File: config.mk
export PLATFORM = sky130hd
export DESIGN_NAME = ddc_top
export DESIGN_NICKNAME = d
export VERILOG_FILES = /design/src/design/ddc_pkg.sv /design/src/design/ddc_iq_if.sv /design/src/design/ddc_nco.sv /design/src/design/ddc_decim.sv /design/src/design/ddc_top.sv
export SDC_FILE = /design/constraint.sdc
export NUM_CORES = 2
export LEC_CHECK = 0
export BUFFER_PORTS_ARGS = -buffer_cell sky130_fd_sc_hd__buf_2
export CAP_MARGIN = 20
export CORE_ASPECT_RATIO = 0.7
export CORE_MARGIN = 1
export CORE_UTILIZATION = 60
export CTS_BUF_LIST = sky130_fd_sc_hd__clkbuf_8
export DETAILED_ROUTE_END_ITERATION = 10
export GPL_TIMING_DRIVEN = 0
export PLACE_DENSITY = 0.74
export RECOVER_POWER = 25
export SYNTH_ARGS = -nofsm -noshare
export SYNTH_HDL_FRONTEND = slang
export SYNTH_SLANG_ARGS = --single-unit
File: constraint.sdc
create_clock -name pclk -period 9.4 [get_ports pclk]
set_clock_uncertainty 0.15 [all_clocks]
set_input_delay 0.94 -clock pclk [delete_from_list [all_inputs] [get_ports pclk]]
set_output_delay 0.94 -clock pclk [all_outputs]
set_load 0.01 [all_outputs]
File: src/design/ddc_pkg.sv
package ddc_pkg;
  localparam int ADC_W = 14;
  localparam int DATA_W = 20;
  localparam int NCO_W = 32;
  localparam int LUT_W = 12;
  localparam int ACC_W = 25;
  localparam int DEC_W = 3;
  localparam int SYNC_CNT_W = 6;
  localparam int ADDR_W = 8;
  localparam int MIX_LSB = 5;
  localparam int PAD_W = DATA_W - ADC_W;
  localparam logic [DEC_W-1:0] DEC_MIN = 3'h1;
  localparam logic [DEC_W-1:0] DEC_MAX = 3'h5;
  localparam logic [ADDR_W-1:0] OFF_CTRL = 8'h00;
  localparam logic [ADDR_W-1:0] OFF_NCO_A = 8'h04;
  localparam logic [ADDR_W-1:0] OFF_NCO_B = 8'h08;
  localparam logic [ADDR_W-1:0] OFF_RESTART = 8'h0C;
  localparam logic [ADDR_W-1:0] OFF_STATUS = 8'h10;
  localparam logic [ADDR_W-1:0] OFF_ACT_A = 8'h14;
  localparam logic [ADDR_W-1:0] OFF_ACT_B = 8'h18;
  localparam int CTRL_EN = 0;
  localparam int CTRL_REAL = 1;
  localparam int CTRL_GAIN6 = 2;
  localparam int CTRL_GAIN3 = 3;
  localparam int CTRL_FS4 = 4;
  localparam int CTRL_INV_A = 5;
  localparam int CTRL_DUAL = 6;
  localparam int CTRL_INV_B = 7;
  localparam int CTRL_DEC_LSB = 8;
  localparam int CTRL_PIN_EN = 11;
  localparam int RESTART_BIT = 0;
  localparam int ST_PEND_A = 0;
  localparam int ST_PEND_B = 1;
  localparam int ST_SYNC_LSB = 8;
  localparam logic [31:0] CTRL_RST = 32'h0000_0100;
  localparam logic [31:0] NCO_RST = 32'h0000_0000;
endpackage : ddc_pkg

File: src/design/ddc_iq_if.sv
`timescale 1ns/1ps
`default_nettype none
interface ddc_iq_if;
  logic valid;
  logic signed [ddc_pkg::DATA_W-1:0] i;
  logic signed [ddc_pkg::DATA_W-1:0] q;
  modport src (output valid, output i, output q);
  modport dst (input valid, input i, input q);
endinterface : ddc_iq_if
`default_nettype wire

File: src/design/ddc_nco.sv
`timescale 1ns/1ps
`default_nettype none
module ddc_nco (
  // clock and reset
  input wire logic pclk,
  input wire logic presetn,
  // control
  input wire logic restart,
  input wire logic [ddc_pkg::NCO_W-1:0] freq_pending,
  // oscillator
  output logic [ddc_pkg::NCO_W-1:0] freq_active,
  output logic signed [ddc_pkg::LUT_W-1:0] cos_out,
  output logic signed [ddc_pkg::LUT_W-1:0] sin_out
);
  typedef struct packed {
    logic [ddc_pkg::NCO_W-1:0] phase;
    logic [ddc_pkg::NCO_W-1:0] freq;
    logic signed [ddc_pkg::LUT_W-1:0] c;
    logic signed [ddc_pkg::LUT_W-1:0] s;
  } ddc_nco_st_t;

  ddc_nco_st_t st_reg;
  ddc_nco_st_t st_next;

  // quarter-wave table, half-step offset keeps the wave free of a dc term
  function automatic logic signed [ddc_pkg::LUT_W-1:0] sine(input logic [5:0] p);
    logic [3:0] idx;
    logic [ddc_pkg::LUT_W-1:0] m;
    idx = p[4] ? ~p[3:0] : p[3:0];
    unique case (idx)
      4'h0: m = 12'h064;
      4'h1: m = 12'h12C;
      4'h2: m = 12'h1F1;
      4'h3: m = 12'h2B2;
      4'h4: m = 12'h36B;
      4'h5: m = 12'h41C;
      4'h6: m = 12'h4C3;
      4'h7: m = 12'h55F;
      4'h8: m = 12'h5ED;
      4'h9: m = 12'h66C;
      4'hA: m = 12'h6DC;
      4'hB: m = 12'h73A;
      4'hC: m = 12'h787;
      4'hD: m = 12'h7C2;
      4'hE: m = 12'h7E9;
      4'hF: m = 12'h7FD;
    endcase
    return p[5] ? -$signed(m) : $signed(m);
  endfunction : sine

  always_comb begin
    st_next = st_reg;
    if (restart) begin
      st_next.phase = '0;
      st_next.freq = freq_pending;
    end else begin
      // two's complement wrap gives the signed range of rotation
      st_next.phase = st_reg.phase + st_reg.freq;
    end
    st_next.c = sine(st_reg.phase[31:26] + 6'h10);
    st_next.s = sine(st_reg.phase[31:26]);
  end

  always_ff @(posedge pclk or negedge presetn) begin
    if (!presetn) begin
      st_reg <= '0;
    end else begin
      st_reg <= st_next;
    end
  end

  assign freq_active = st_reg.freq;
  assign cos_out = st_reg.c;
  assign sin_out = st_reg.s;
endmodule : ddc_nco
`default_nettype wire

File: src/design/ddc_decim.sv
`timescale 1ns/1ps
`default_nettype none
module ddc_decim (
  // clock and reset
  input wire logic pclk,
  input wire logic presetn,
  // control
  input wire logic clear,
  input wire logic [ddc_pkg::DEC_W-1:0] log2n,
  // one sample per clock
  input wire logic signed [ddc_pkg::DATA_W-1:0] in_i,
  input wire logic signed [ddc_pkg::DATA_W-1:0] in_q,
  // decimated stream
  ddc_iq_if.src out
);
  typedef struct packed {
    logic [4:0] cnt;
    logic signed [ddc_pkg::ACC_W-1:0] acc_i;
    logic signed [ddc_pkg::ACC_W-1:0] acc_q;
    logic valid;
    logic signed [ddc_pkg::DATA_W-1:0] i;
    logic signed [ddc_pkg::DATA_W-1:0] q;
  } ddc_dec_st_t;

  ddc_dec_st_t st_reg;
  ddc_dec_st_t st_next;
  logic signed [ddc_pkg::ACC_W-1:0] sum_i;
  logic signed [ddc_pkg::ACC_W-1:0] sum_q;
  logic [4:0] last;

  // boxcar average: cheap, but far from the full stop-band rejection
  always_comb begin
    st_next = st_reg;
    st_next.valid = 1'b0;
    sum_i = st_reg.acc_i + ddc_pkg::ACC_W'(in_i);
    sum_q = st_reg.acc_q + ddc_pkg::ACC_W'(in_q);
    last = 5'((6'h01 << log2n) - 6'h01);
    if (clear) begin
      st_next.cnt = '0;
      st_next.acc_i = '0;
      st_next.acc_q = '0;
    end else if (st_reg.cnt == last) begin
      st_next.cnt = '0;
      st_next.acc_i = '0;
      st_next.acc_q = '0;
      st_next.valid = 1'b1;
      st_next.i = ddc_pkg::DATA_W'(sum_i >>> log2n);
      st_next.q = ddc_pkg::DATA_W'(sum_q >>> log2n);
    end else begin
      st_next.cnt = st_reg.cnt + 5'h01;
      st_next.acc_i = sum_i;
      st_next.acc_q = sum_q;
    end
  end

  always_ff @(posedge pclk or negedge presetn) begin
    if (!presetn) begin
      st_reg <= '0;
    end else begin
      st_reg <= st_next;
    end
  end

  assign out.valid = st_reg.valid;
  assign out.i = st_reg.i;
  assign out.q = st_reg.q;
endmodule : ddc_decim
`default_nettype wire

File: src/design/ddc_top.sv
`timescale 1ns/1ps
`default_nettype none
module ddc_top (
  // clock and reset
  input wire logic pclk,
  input wire logic presetn,
  // apb slave
  input wire logic psel,
  input wire logic penable,
  input wire logic pwrite,
  input wire logic [ddc_pkg::ADDR_W-1:0] paddr,
  input wire logic [31:0] pwdata,
  output logic [31:0] prdata,
  output logic pready,
  output logic pslverr,
  // converter samples, one per clock
  input wire logic [ddc_pkg::ADC_W-1:0] adc_sample,
  input wire logic powerdown_or_align_pin,
  // first lane pair
  output logic out_valid,
  output logic [ddc_pkg::DATA_W-1:0] out_i,
  output logic [ddc_pkg::DATA_W-1:0] out_q,
  // second lane pair
  output logic second_lane_pair_valid,
  output logic [ddc_pkg::DATA_W-1:0] second_lane_pair_i,
  output logic [ddc_pkg::DATA_W-1:0] second_lane_pair_q
);
  typedef struct packed {
    logic [31:0] ctrl;
    logic [31:0] nco_a;
    logic [31:0] nco_b;
    logic restart_bit;
    logic pend_a;
    logic pend_b;
    logic pin_s1;
    logic pin_s2;
    logic pin_last;
    logic sync_pulse;
    logic [ddc_pkg::SYNC_CNT_W-1:0] sync_cnt;
    logic [31:0] prdata;
    logic pready;
    logic pslverr;
    logic fs4_odd;
    logic fs4_pend;
    logic [ddc_pkg::DATA_W-1:0] fs4_hold;
    logic o_valid;
    logic [ddc_pkg::DATA_W-1:0] o_i;
    logic [ddc_pkg::DATA_W-1:0] o_q;
    logic b_valid;
    logic [ddc_pkg::DATA_W-1:0] b_i;
    logic [ddc_pkg::DATA_W-1:0] b_q;
  } ddc_top_st_t;

  ddc_top_st_t st_reg;
  ddc_top_st_t st_next;

  ddc_iq_if dec_a ();
  ddc_iq_if dec_b ();

  logic [31:0] act_a;
  logic [31:0] act_b;
  logic signed [ddc_pkg::LUT_W-1:0] cos_a;
  logic signed [ddc_pkg::LUT_W-1:0] sin_a;
  logic signed [ddc_pkg::LUT_W-1:0] cos_b;
  logic signed [ddc_pkg::LUT_W-1:0] sin_b;
  logic signed [ddc_pkg::DATA_W-1:0] mix_ai;
  logic signed [ddc_pkg::DATA_W-1:0] mix_aq;
  logic signed [ddc_pkg::DATA_W-1:0] mix_bi;
  logic signed [ddc_pkg::DATA_W-1:0] mix_bq;
  logic signed [ddc_pkg::DATA_W-1:0] raw;
  logic [ddc_pkg::DEC_W-1:0] log2n;
  logic en;
  logic real_mode;
  logic dual;
  logic dec_clear;

  // product of a sample and one oscillator component, kept at 20 bits
  function automatic logic signed [ddc_pkg::DATA_W-1:0] mix(
    input logic signed [ddc_pkg::ADC_W-1:0] x,
    input logic signed [ddc_pkg::LUT_W-1:0] lo,
    input logic neg
  );
    logic signed [ddc_pkg::ADC_W+ddc_pkg::LUT_W-1:0] p;
    p = x * lo;
    if (neg) begin
      p = -p;
    end
    return p[ddc_pkg::MIX_LSB +: ddc_pkg::DATA_W];
  endfunction : mix

  function automatic logic [ddc_pkg::DATA_W-1:0] sat(input logic signed [22:0] v);
    if (v > 23'sh03FFFF) begin
      return 20'h7FFFF;
    end else if (v < -23'sh040000) begin
      return 20'h80000;
    end else begin
      return v[ddc_pkg::DATA_W-1:0];
    end
  endfunction : sat

  // 3 dB is approximated by 1 + 1/4 + 1/8 + 1/32
  function automatic logic [ddc_pkg::DATA_W-1:0] gain(
    input logic signed [ddc_pkg::DATA_W-1:0] v,
    input logic g6,
    input logic g3,
    input logic neg
  );
    logic signed [22:0] w;
    w = 23'(v);
    if (g6) begin
      w = w <<< 1;
    end else if (g3) begin
      w = w + (w >>> 2) + (w >>> 3) + (w >>> 5);
    end
    if (neg) begin
      w = -w;
    end
    return sat(w);
  endfunction : gain

  function automatic logic [ddc_pkg::DEC_W-1:0] dec_sel(input logic [ddc_pkg::DEC_W-1:0] v);
    if (v < ddc_pkg::DEC_MIN) begin
      return ddc_pkg::DEC_MIN;
    end else if (v > ddc_pkg::DEC_MAX) begin
      return ddc_pkg::DEC_MAX;
    end else begin
      return v;
    end
  endfunction : dec_sel

  assign en = st_reg.ctrl[ddc_pkg::CTRL_EN];
  assign real_mode = st_reg.ctrl[ddc_pkg::CTRL_REAL];
  assign dual = st_reg.ctrl[ddc_pkg::CTRL_DUAL];
  assign log2n = dec_sel(st_reg.ctrl[ddc_pkg::CTRL_DEC_LSB +: ddc_pkg::DEC_W]);
  assign dec_clear = st_reg.sync_pulse | ~en;
  assign raw = {adc_sample, ddc_pkg::PAD_W'(0)};

  // e^{+jwn} gives Q = x*sin; inverting the phase negates Q
  always_comb begin
    if (real_mode) begin
      mix_ai = raw;
      mix_aq = '0;
      mix_bi = raw;
      mix_bq = '0;
    end else begin
      mix_ai = mix(adc_sample, cos_a, 1'b0);
      mix_aq = mix(adc_sample, sin_a, st_reg.ctrl[ddc_pkg::CTRL_INV_A]);
      mix_bi = mix(adc_sample, cos_b, 1'b0);
      mix_bq = mix(adc_sample, sin_b, st_reg.ctrl[ddc_pkg::CTRL_INV_B]);
    end
  end

  ddc_nco u_nco_a (
    .pclk(pclk),
    .presetn(presetn),
    .restart(st_reg.sync_pulse),
    .freq_pending(st_reg.nco_a),
    .freq_active(act_a),
    .cos_out(cos_a),
    .sin_out(sin_a)
  );

  ddc_nco u_nco_b (
    .pclk(pclk),
    .presetn(presetn),
    .restart(st_reg.sync_pulse),
    .freq_pending(st_reg.nco_b),
    .freq_active(act_b),
    .cos_out(cos_b),
    .sin_out(sin_b)
  );

  ddc_decim u_dec_a (
    .pclk(pclk),
    .presetn(presetn),
    .clear(dec_clear),
    .log2n(log2n),
    .in_i(mix_ai),
    .in_q(mix_aq),
    .out(dec_a.src)
  );

  ddc_decim u_dec_b (
    .pclk(pclk),
    .presetn(presetn),
    .clear(dec_clear | ~dual),
    .log2n(log2n),
    .in_i(mix_bi),
    .in_q(mix_bq),
    .out(dec_b.src)
  );

  always_comb begin
    logic setup;
    logic wr;
    logic hit;
    logic pin_rise;
    logic g6;
    logic g3;
    setup = psel & ~penable & ~st_reg.pready;
    wr = psel & penable & st_reg.pready & pwrite & ~st_reg.pslverr;
    hit = (paddr == ddc_pkg::OFF_CTRL) || (paddr == ddc_pkg::OFF_NCO_A)
      || (paddr == ddc_pkg::OFF_NCO_B) || (paddr == ddc_pkg::OFF_RESTART)
      || (paddr == ddc_pkg::OFF_STATUS) || (paddr == ddc_pkg::OFF_ACT_A)
      || (paddr == ddc_pkg::OFF_ACT_B);
    g6 = st_reg.ctrl[ddc_pkg::CTRL_GAIN6];
    g3 = st_reg.ctrl[ddc_pkg::CTRL_GAIN3];
    pin_rise = st_reg.ctrl[ddc_pkg::CTRL_PIN_EN] & st_reg.pin_s2 & ~st_reg.pin_last;
    st_next = st_reg;

    // pin passes two flops; only the second one feeds the edge detector
    st_next.pin_s1 = powerdown_or_align_pin;
    st_next.pin_s2 = st_reg.pin_s1;
    st_next.pin_last = st_reg.pin_s2;

    // apb: answer in the first access cycle, registered read data
    st_next.pready = setup;
    st_next.pslverr = setup & ~hit;
    if (setup) begin
      unique case (paddr)
        ddc_pkg::OFF_CTRL: st_next.prdata = st_reg.ctrl;
        ddc_pkg::OFF_NCO_A: st_next.prdata = st_reg.nco_a;
        ddc_pkg::OFF_NCO_B: st_next.prdata = st_reg.nco_b;
        ddc_pkg::OFF_RESTART: st_next.prdata = 32'(st_reg.restart_bit);
        ddc_pkg::OFF_STATUS: begin
          st_next.prdata = '0;
          st_next.prdata[ddc_pkg::ST_PEND_A] = st_reg.pend_a;
          st_next.prdata[ddc_pkg::ST_PEND_B] = st_reg.pend_b;
          st_next.prdata[ddc_pkg::ST_SYNC_LSB +: ddc_pkg::SYNC_CNT_W] = st_reg.sync_cnt;
        end
        ddc_pkg::OFF_ACT_A: st_next.prdata = act_a;
        ddc_pkg::OFF_ACT_B: st_next.prdata = act_b;
        default: st_next.prdata = '0;
      endcase
    end

    // a toggle of the restart bit or a rising pin edge (pin enable set) is one sync event
    st_next.sync_pulse = pin_rise;
    if (wr && paddr == ddc_pkg::OFF_RESTART) begin
      st_next.restart_bit = pwdata[ddc_pkg::RESTART_BIT];
      if (pwdata[ddc_pkg::RESTART_BIT] != st_reg.restart_bit) begin
        st_next.sync_pulse = 1'b1;
      end
    end
    if (st_reg.sync_pulse) begin
      st_next.pend_a = 1'b0;
      st_next.pend_b = 1'b0;
    end
    // free divider phase lets software space resyncs by 64 cycles
    st_next.sync_cnt = st_reg.sync_pulse ? '0 : st_reg.sync_cnt + 6'h01;
    if (wr && paddr == ddc_pkg::OFF_CTRL) begin
      st_next.ctrl = pwdata;
    end
    if (wr && paddr == ddc_pkg::OFF_NCO_A) begin
      st_next.nco_a = pwdata;
      st_next.pend_a = 1'b1;
    end
    if (wr && paddr == ddc_pkg::OFF_NCO_B) begin
      st_next.nco_b = pwdata;
      st_next.pend_b = 1'b1;
    end

    // first lane pair
    st_next.o_valid = 1'b0;
    if (!en) begin
      st_next.o_valid = 1'b1;
      st_next.o_i = raw;
      st_next.o_q = '0;
      st_next.fs4_pend = 1'b0;
      st_next.fs4_odd = 1'b0;
    end else if (st_reg.ctrl[ddc_pkg::CTRL_FS4] && !real_mode) begin
      // sequence I, -Q, -I, Q: two real samples per complex one
      st_next.o_q = '0;
      if (dec_a.valid) begin
        st_next.o_valid = 1'b1;
        st_next.o_i = gain(dec_a.i, g6, g3, st_reg.fs4_odd);
        st_next.fs4_hold = gain(dec_a.q, g6, g3, ~st_reg.fs4_odd);
        st_next.fs4_pend = 1'b1;
        st_next.fs4_odd = ~st_reg.fs4_odd;
      end else if (st_reg.fs4_pend) begin
        st_next.o_valid = 1'b1;
        st_next.o_i = st_reg.fs4_hold;
        st_next.fs4_pend = 1'b0;
      end
    end else if (dec_a.valid) begin
      st_next.o_valid = 1'b1;
      st_next.o_i = gain(dec_a.i, g6, g3, 1'b0);
      st_next.o_q = real_mode ? '0 : gain(dec_a.q, g6, g3, 1'b0);
    end

    // second lane pair carries the oscillator b channel of the same converter, in dual mode only
    st_next.b_valid = en & dual & dec_b.valid;
    if (dec_b.valid) begin
      st_next.b_i = gain(dec_b.i, g6, g3, 1'b0);
      st_next.b_q = real_mode ? '0 : gain(dec_b.q, g6, g3, 1'b0);
    end
  end

  always_ff @(posedge pclk or negedge presetn) begin
    if (!presetn) begin
      st_reg <= '0;
      st_reg.ctrl <= ddc_pkg::CTRL_RST;
      st_reg.nco_a <= ddc_pkg::NCO_RST;
      st_reg.nco_b <= ddc_pkg::NCO_RST;
    end else begin
      st_reg <= st_next;
    end
  end

  assign prdata = st_reg.prdata;
  assign pready = st_reg.pready;
  assign pslverr = st_reg.pslverr;
  assign out_valid = st_reg.o_valid;
  assign out_i = st_reg.o_i;
  assign out_q = st_reg.o_q;
  assign second_lane_pair_valid = st_reg.b_valid;
  assign second_lane_pair_i = st_reg.b_i;
  assign second_lane_pair_q = st_reg.b_q;
endmodule : ddc_top
`default_nettype wire

# After elaboration in Yosys (flattened, before gate mapping)
# Memory sizes are Yosys's and may differ from the RTL's.
# Cells that the tools add are included.
# Widths: inputs -> output; s select.
[totals]
reg_bits = 615
mem_bits_ro = 704
input_bits = 60
out_inout_bits = 116
elab_cells = 247
memories = 4
[op_classes]
add_sub_neg = 32
mul = 4
order_cmp = 14
n_eq_ne = 13
shifts = 5
n_mux = 85
bitwise_logic = 27
reduce_logical = 20
[mem_list]
columns = ["name", "words", "word_bits", "rd", "rd_clocked_by_memory_dff", "wr", "line_no", "rtl"]
rows = [
  ["(name not given)", 16, 11, 1, 0, 0, "ddc_nco.sv:30", "unique case (idx)"],
  ["(name not given)", 16, 11, 1, 0, 0, "ddc_nco.sv:30", ""],
  ["(name not given)", 16, 11, 1, 0, 0, "ddc_nco.sv:30", ""],
  ["(name not given)", 16, 11, 1, 0, 0, "ddc_nco.sv:30", ""],
]
[ops]
columns = ["operator", "n"]
rows = [
  ["$mux 23", 28],
  ["$mux 20", 19],
  ["$mux 41", 7],
  ["$pmux 32 s7", 1],
  ["$mux 55", 4],
  ["$gt 23x19->1 const B", 6],
  ["$lt 23x19->1 const B", 6],
  ["$add 25x20->25", 4],
  ["$mul 14x12->25", 4],
  ["$sshr 25x3->20", 4],
  ["$add 22x15->23", 4],
  ["$add 21x17->22", 4],
  ["$add 20x18->21", 4],
  ["$add 32x32->32", 2],
  ["$mux 32", 2],
  ["$mux 25", 2],
  ["$neg 25->25", 2],
  ["$mux 12", 4],
  ["$neg 12->12", 4],
  ["$neg 23->23", 2],
  ["$mux 21", 2],
  ["$eq 8x5->1 const B", 3],
  ["$mux 22", 1],
  ["$eq 8x4->1 const B", 2],
  ["29 further kinds", 79],
]

# Depth between registers and ports, before layout
[depth]
depth_word = 19
depth_mapped = 40
mapped_depth_nobuf = 37

# Hierarchy
# From an unflattened synthesis, not the netlist that was laid out.
[hier_totals]
hier_cells = 8248
hier_area_um2 = 73989.7
[by_module_without_submodules]
columns = ["module", "n_inst", "cells_each", "area_per_inst_um2", "seq_area_each_um2"]
rows = [
  ["ddc_top", 1, 5034, 45394.8, 6182.2],
  ["ddc_nco", 2, 683, 6349.8, 2202.1],
  ["ddc_decim (u_dec_a)", 1, 899, 7981.4, 2402.3],
  ["ddc_decim (u_dec_b)", 1, 949, 7913.8, 2402.3],
]

# Worst setup path after synthesis
# No wires, ideal clock.
[synth_timing]
path_type = "input -> register"
startpoint = "input port adc_sample[2] in the netlist's numbering"
endpoint = "register u_dec_b.st_reg (netlist bit u_dec_b.out.q[19])"
arrival_time_ns = 9.086
t_required_ns = 9.163
setup_slack_ns = 0.078
stages = 31
n_path_buf = 3
cell_sequence = "clkbuf_1 > clkbuf_1 > clkbuf_1 > nand2_1 > fa_1 > inv_1 > ha_1 > fa_1 > inv_1 > fa_1 > fa_1 > inv_1 > ha_1 > xor2_1 > or4_4 > or3_1 > a21o_1 > or3_4 > or4b_4 > nand4b_4 > o31a_1 > or3_1 > a21oi_2 > ha_1 > and3_1 > a311oi_1 > a21oi_1 > or2_2 > mux2i_1 > o21ai_0 > a211oi_2"
[synth_between]
elab_chain_len = 6
[synth_lines]
columns = ["element", "line_no", "rtl"]
rows = [
  ["from (decl)", "ddc_top.sv:17", "input wire logic [ddc_pkg::ADC_W-1:0] adc_sample,"],
  ["$mul 14x12->25 (*)", "ddc_top.sv:84", "p = x * lo;"],
  ["$neg 25->25", "ddc_top.sv:86", "p = -p;"],
  ["$mux 25 (*)", "ddc_top.sv:85", "if (neg) begin"],
  ["$mux 20 (*)", "ddc_top.sv:140", "if (real_mode) begin"],
  ["$add 25x20->25 (*)", "ddc_decim.sv:36", "sum_q = st_reg.acc_q + ddc_pkg::ACC_W'(in_q);"],
  ["$sshr 25x3->20 (*)", "ddc_decim.sv:48", "st_next.q = ddc_pkg::DATA_W'(sum_q >>> log2n);"],
  ["to (signal assigned)", "ddc_decim.sv:60", "st_reg <= st_next;"],
  ["to (decl)", "ddc_decim.sv:25", "ddc_dec_st_t st_reg;"],
]
# Mark *: on every way between the ends. The rest lies on a longest branch, timed or not.
# A chain may end at the register's enable or synchronous reset.

# Final worst setup path
[layout_timing]
startpoint = "input port adc_sample[9] in the netlist's numbering"
endpoint = "register u_dec_b.st_reg (netlist bit u_dec_b.out.i[19])"
[layout_between]
elab_chain_len = 4
[layout_lines]
columns = ["element", "line_no", "rtl"]
rows = [
  ["$mul 14x12->25", "ddc_top.sv:84", ""],
  ["$mux 20 (*)", "ddc_top.sv:140", ""],
  ["$add 25x20->25 (*)", "ddc_decim.sv:35", "sum_i = st_reg.acc_i + ddc_pkg::ACC_W'(in_i);"],
  ["$sshr 25x3->20 (*)", "ddc_decim.sv:47", "st_next.i = ddc_pkg::DATA_W'(sum_i >>> log2n);"],
]
# Marks and branches as above.

==> results.json <==
{
  "h-tree-depth": 3,
  "syn_area_per_cell_um2": 9.062,
  "grt_max_degree": 122,
  "cts_inserted_buffers": 103,
  "worst_setup_path_start_kind": "input port",
  "cp.arrival_ns": 9.76,
  "violations": "max-capacitance violations, max-slew violations",
  "maxCapViolCount": 1,
  "cp_max_fo": 10,
  "finalNetCount": 9182,
  "synthTopCellsByArea": "dfrtp_1, fa_1, ha_1",
  "wl_per_cell_um": 23.50,
  "rows": 103,
  "fin_setup_tns_ns": 0,
  "ant_nets": 0,
  "reg2reg_depth": 28,
  "ys.flop_type": "dfrtp_1",
  "vias": 58198,
  "drc_errors": 0,
  "cp-endpoint": "u_dec_b.out.i[19]",
  "largest_reg_flops": 126,
  "max_freq_mhz": 108.9,
  "clock_path_buffers": 3,
  "syn2layout_area_growth_pct": 8.496,
  "synth_top_area_share_pct": 22.33,
  "final_util_pct": 65.90,
  "hold_violations": 0,
  "die_h_um": 285.3,
  "hold_class": "input port to flip-flop",
  "core_um2": 113300,
  "grt_pass1_vias": 56563,
  "synth_edf_count": 0,
  "final_common_cell": "inv_1",
  "io_pins": 176,
  "antenna_found_initial": 13,
  "vias_per_cell": 6.125,
  "drt-initial-drc-count": 5916,
  "outcome": "finished with violations",
  "place_hpwl_um": 180700,
  "wl_um": 223300,
  "netlist_instances": 7593,
  "async_reset_ff_share_pct": 100.0,
  "start_util_pct": 60.74,
  "required_ns": 9.98,
  "ys_seq_elements": 615,
  "die_x_um": 406.7,
  "holdWs_ns": 0.07302,
  "leakagePower_nw": 35.98,
  "gp_congestion": 1.001,
  "startpoint": "adc_sample[9]",
  "period_minus_slack_ns": 9.180,
  "root_buffer": "clkbuf_8",
  "clock_sinks": 615,
  "p_per_area_nw_per_um2": 293.9,
  "power_w": 0.02194,
  "maxSlewViolCount": 89,
  "numPortBuffers": 172,
  "synth.distinct_cells": 94,
  "crit_type": "input port to flip-flop",
  "yosysWarnings": 0,
  "firstDrtPassIters": 6,
  "max_stage_delay_ns": 0.60,
  "crit_path_end_kind": "flip-flop",
  "layout_common_cells": "inv_1, nand2_1, fa_1, dfrtp_1, nor2_1",
  "period_share_pct": 97.66,
  "worst_pin_slew_ns": 5.010,
  "worstReg2RegEnd": "u_dec_b.out.i[19]",
  "reg2reg_slack_ns": 0.30,
  "reg2reg_from": "u_nco_b.cos_out[3]",
  "crit_slowest_cell": "a2111oi_1",
  "grt_pass1_wl_um": 338400,
  "slew_headroom_pct": -234.0,
  "cts_tree": "yes",
  "setup_violations": 0,
  "die_area_um2": 116100,
  "syn_nets": 8888,
  "track_usage_pct": 38.52,
  "synth_top_area_cell": "dfrtp_1",
  "post_route_cells_drive_above_1_share_pct": 10.56,
  "clk_pin_slew_ns": 0.06,
  "ys_seq_area_share_pct": 22.37,
  "clk-insertion-delay-late_ns": 0.85,
  "syn_area_um2": 68800,
  "ir_drop_mv": 0.9855,
  "overflow": 0
}
layout make-up:
class                           count  area, um^2
Timing Repair Buffer              196        1126
Multi-Input combinational cell   5630       48210
Inverter                          878        3296
Buffer                            463        2417
Clock buffer                      136        1872
Clock inverter                     52       396.6
Sequential cell                   615       15410
Tap cell                         1522        1904
Antenna cell                        9       22.52
Fill cell                        9493       38630
worst min path at each step:
stage | start | endpoint | slack, ns | depth (start not counted)
after CTS | powerdown_or_align_pin | st_next[146] | 0.009 | 1
final | powerdown_or_align_pin | st_next[146] | 0.07 | 1
after detailed placement | st_next[146] | st_next[145] | 0.19 | 0
after floorplan | st_next[146] | st_next[145] | 0.18 | 0
after global placement | st_next[146] | st_next[145] | 0.19 | 0
after global routing | powerdown_or_align_pin | st_next[146] | 0.06 | 1
per-layer routing:
layer  part of all wire (%)  global-route usage, %  up-vias
met5                  0.025                      0        -
met4                    3.6                  12.17       10
met3                     13                  13.54      491
met2                     41                  54.01     2969
met1                     43                  55.53    28892
li1                       -                      -    25836
worst max-delay path: cells and delay by family:
family / cells / cell delay (ns)
XOR/XNOR: 2 / 0.52
AO/OA/AOI/OAI: 11 / 3.17
adder cells (fa/ha/maj): 7 / 3.10
multiplexers: 1 / 0.26
AND/OR/NAND/NOR: 3 / 0.51
buffers and inverters: 7 / 1.25
timing repair:
item,4_1_cts,5_1_grt
endpoints found under the hold margin,67,0
setup endpoints to repair,77,42
pin swaps,1,15
buffers inserted,2,13
hold buffers,1,0
resized for setup,91,215
power breakdown:
| part | switching, W | leakage (nW) | internal (W) |
|---|---|---|---|
| Clock | 0.00126 | 1.24 | 0.00142 |
| Combinational | 0.0106 | 26.8 | 0.00598 |
| Sequential | 0.0000338 | 7.96 | 0.00269 |
stage by stage:
step           instance area (um^2)  worst slack (ns)  instances
2_1_floorplan                 68800           0.07753       7593
3_3_place_gp                  71570            -6.094       9287
3_5_place_dp                  71760            -2.426       9295
4_1_cts                       74230          0.003086       9482
5_1_grt                       74640          -0.02098       9495
6_report                      74650            0.2203       9501
synth_stat cells, drive strengths merged (30+ instances only):
cell type  count
o211ai        40
or3           31
a21o         143
mux2         190
buf          158
and2         233
nor3          98
o21ai        379
o221ai        34
xnor2        272
o21a          60
clkbuf       312
mux2i        109
a211oi        83
nand2b        65
nand2        787
a22oi         51
a21oi        430
fa           748
nor2         532
o22ai         34
o31ai         30
dfrtp        614
ha           487
and3          71
nand3         85
xor2         171
inv          877
nor2b         83
a31oi         44
o21bai        35
cells by family after synthesis:
family,Yosys count,share of synthesized area (%)
flip-flops,615,22.37
multiplexers,300,4.728
AND/OR/NAND/NOR,2086,14.05
AO/OA/AOI/OAI,1564,14.56
XOR/XNOR,443,5.639
adder cells (fa/ha/maj),1237,30.65
buffers and inverters,1348,8.003
Note: power is estimated with default switching activity, not from simulation.
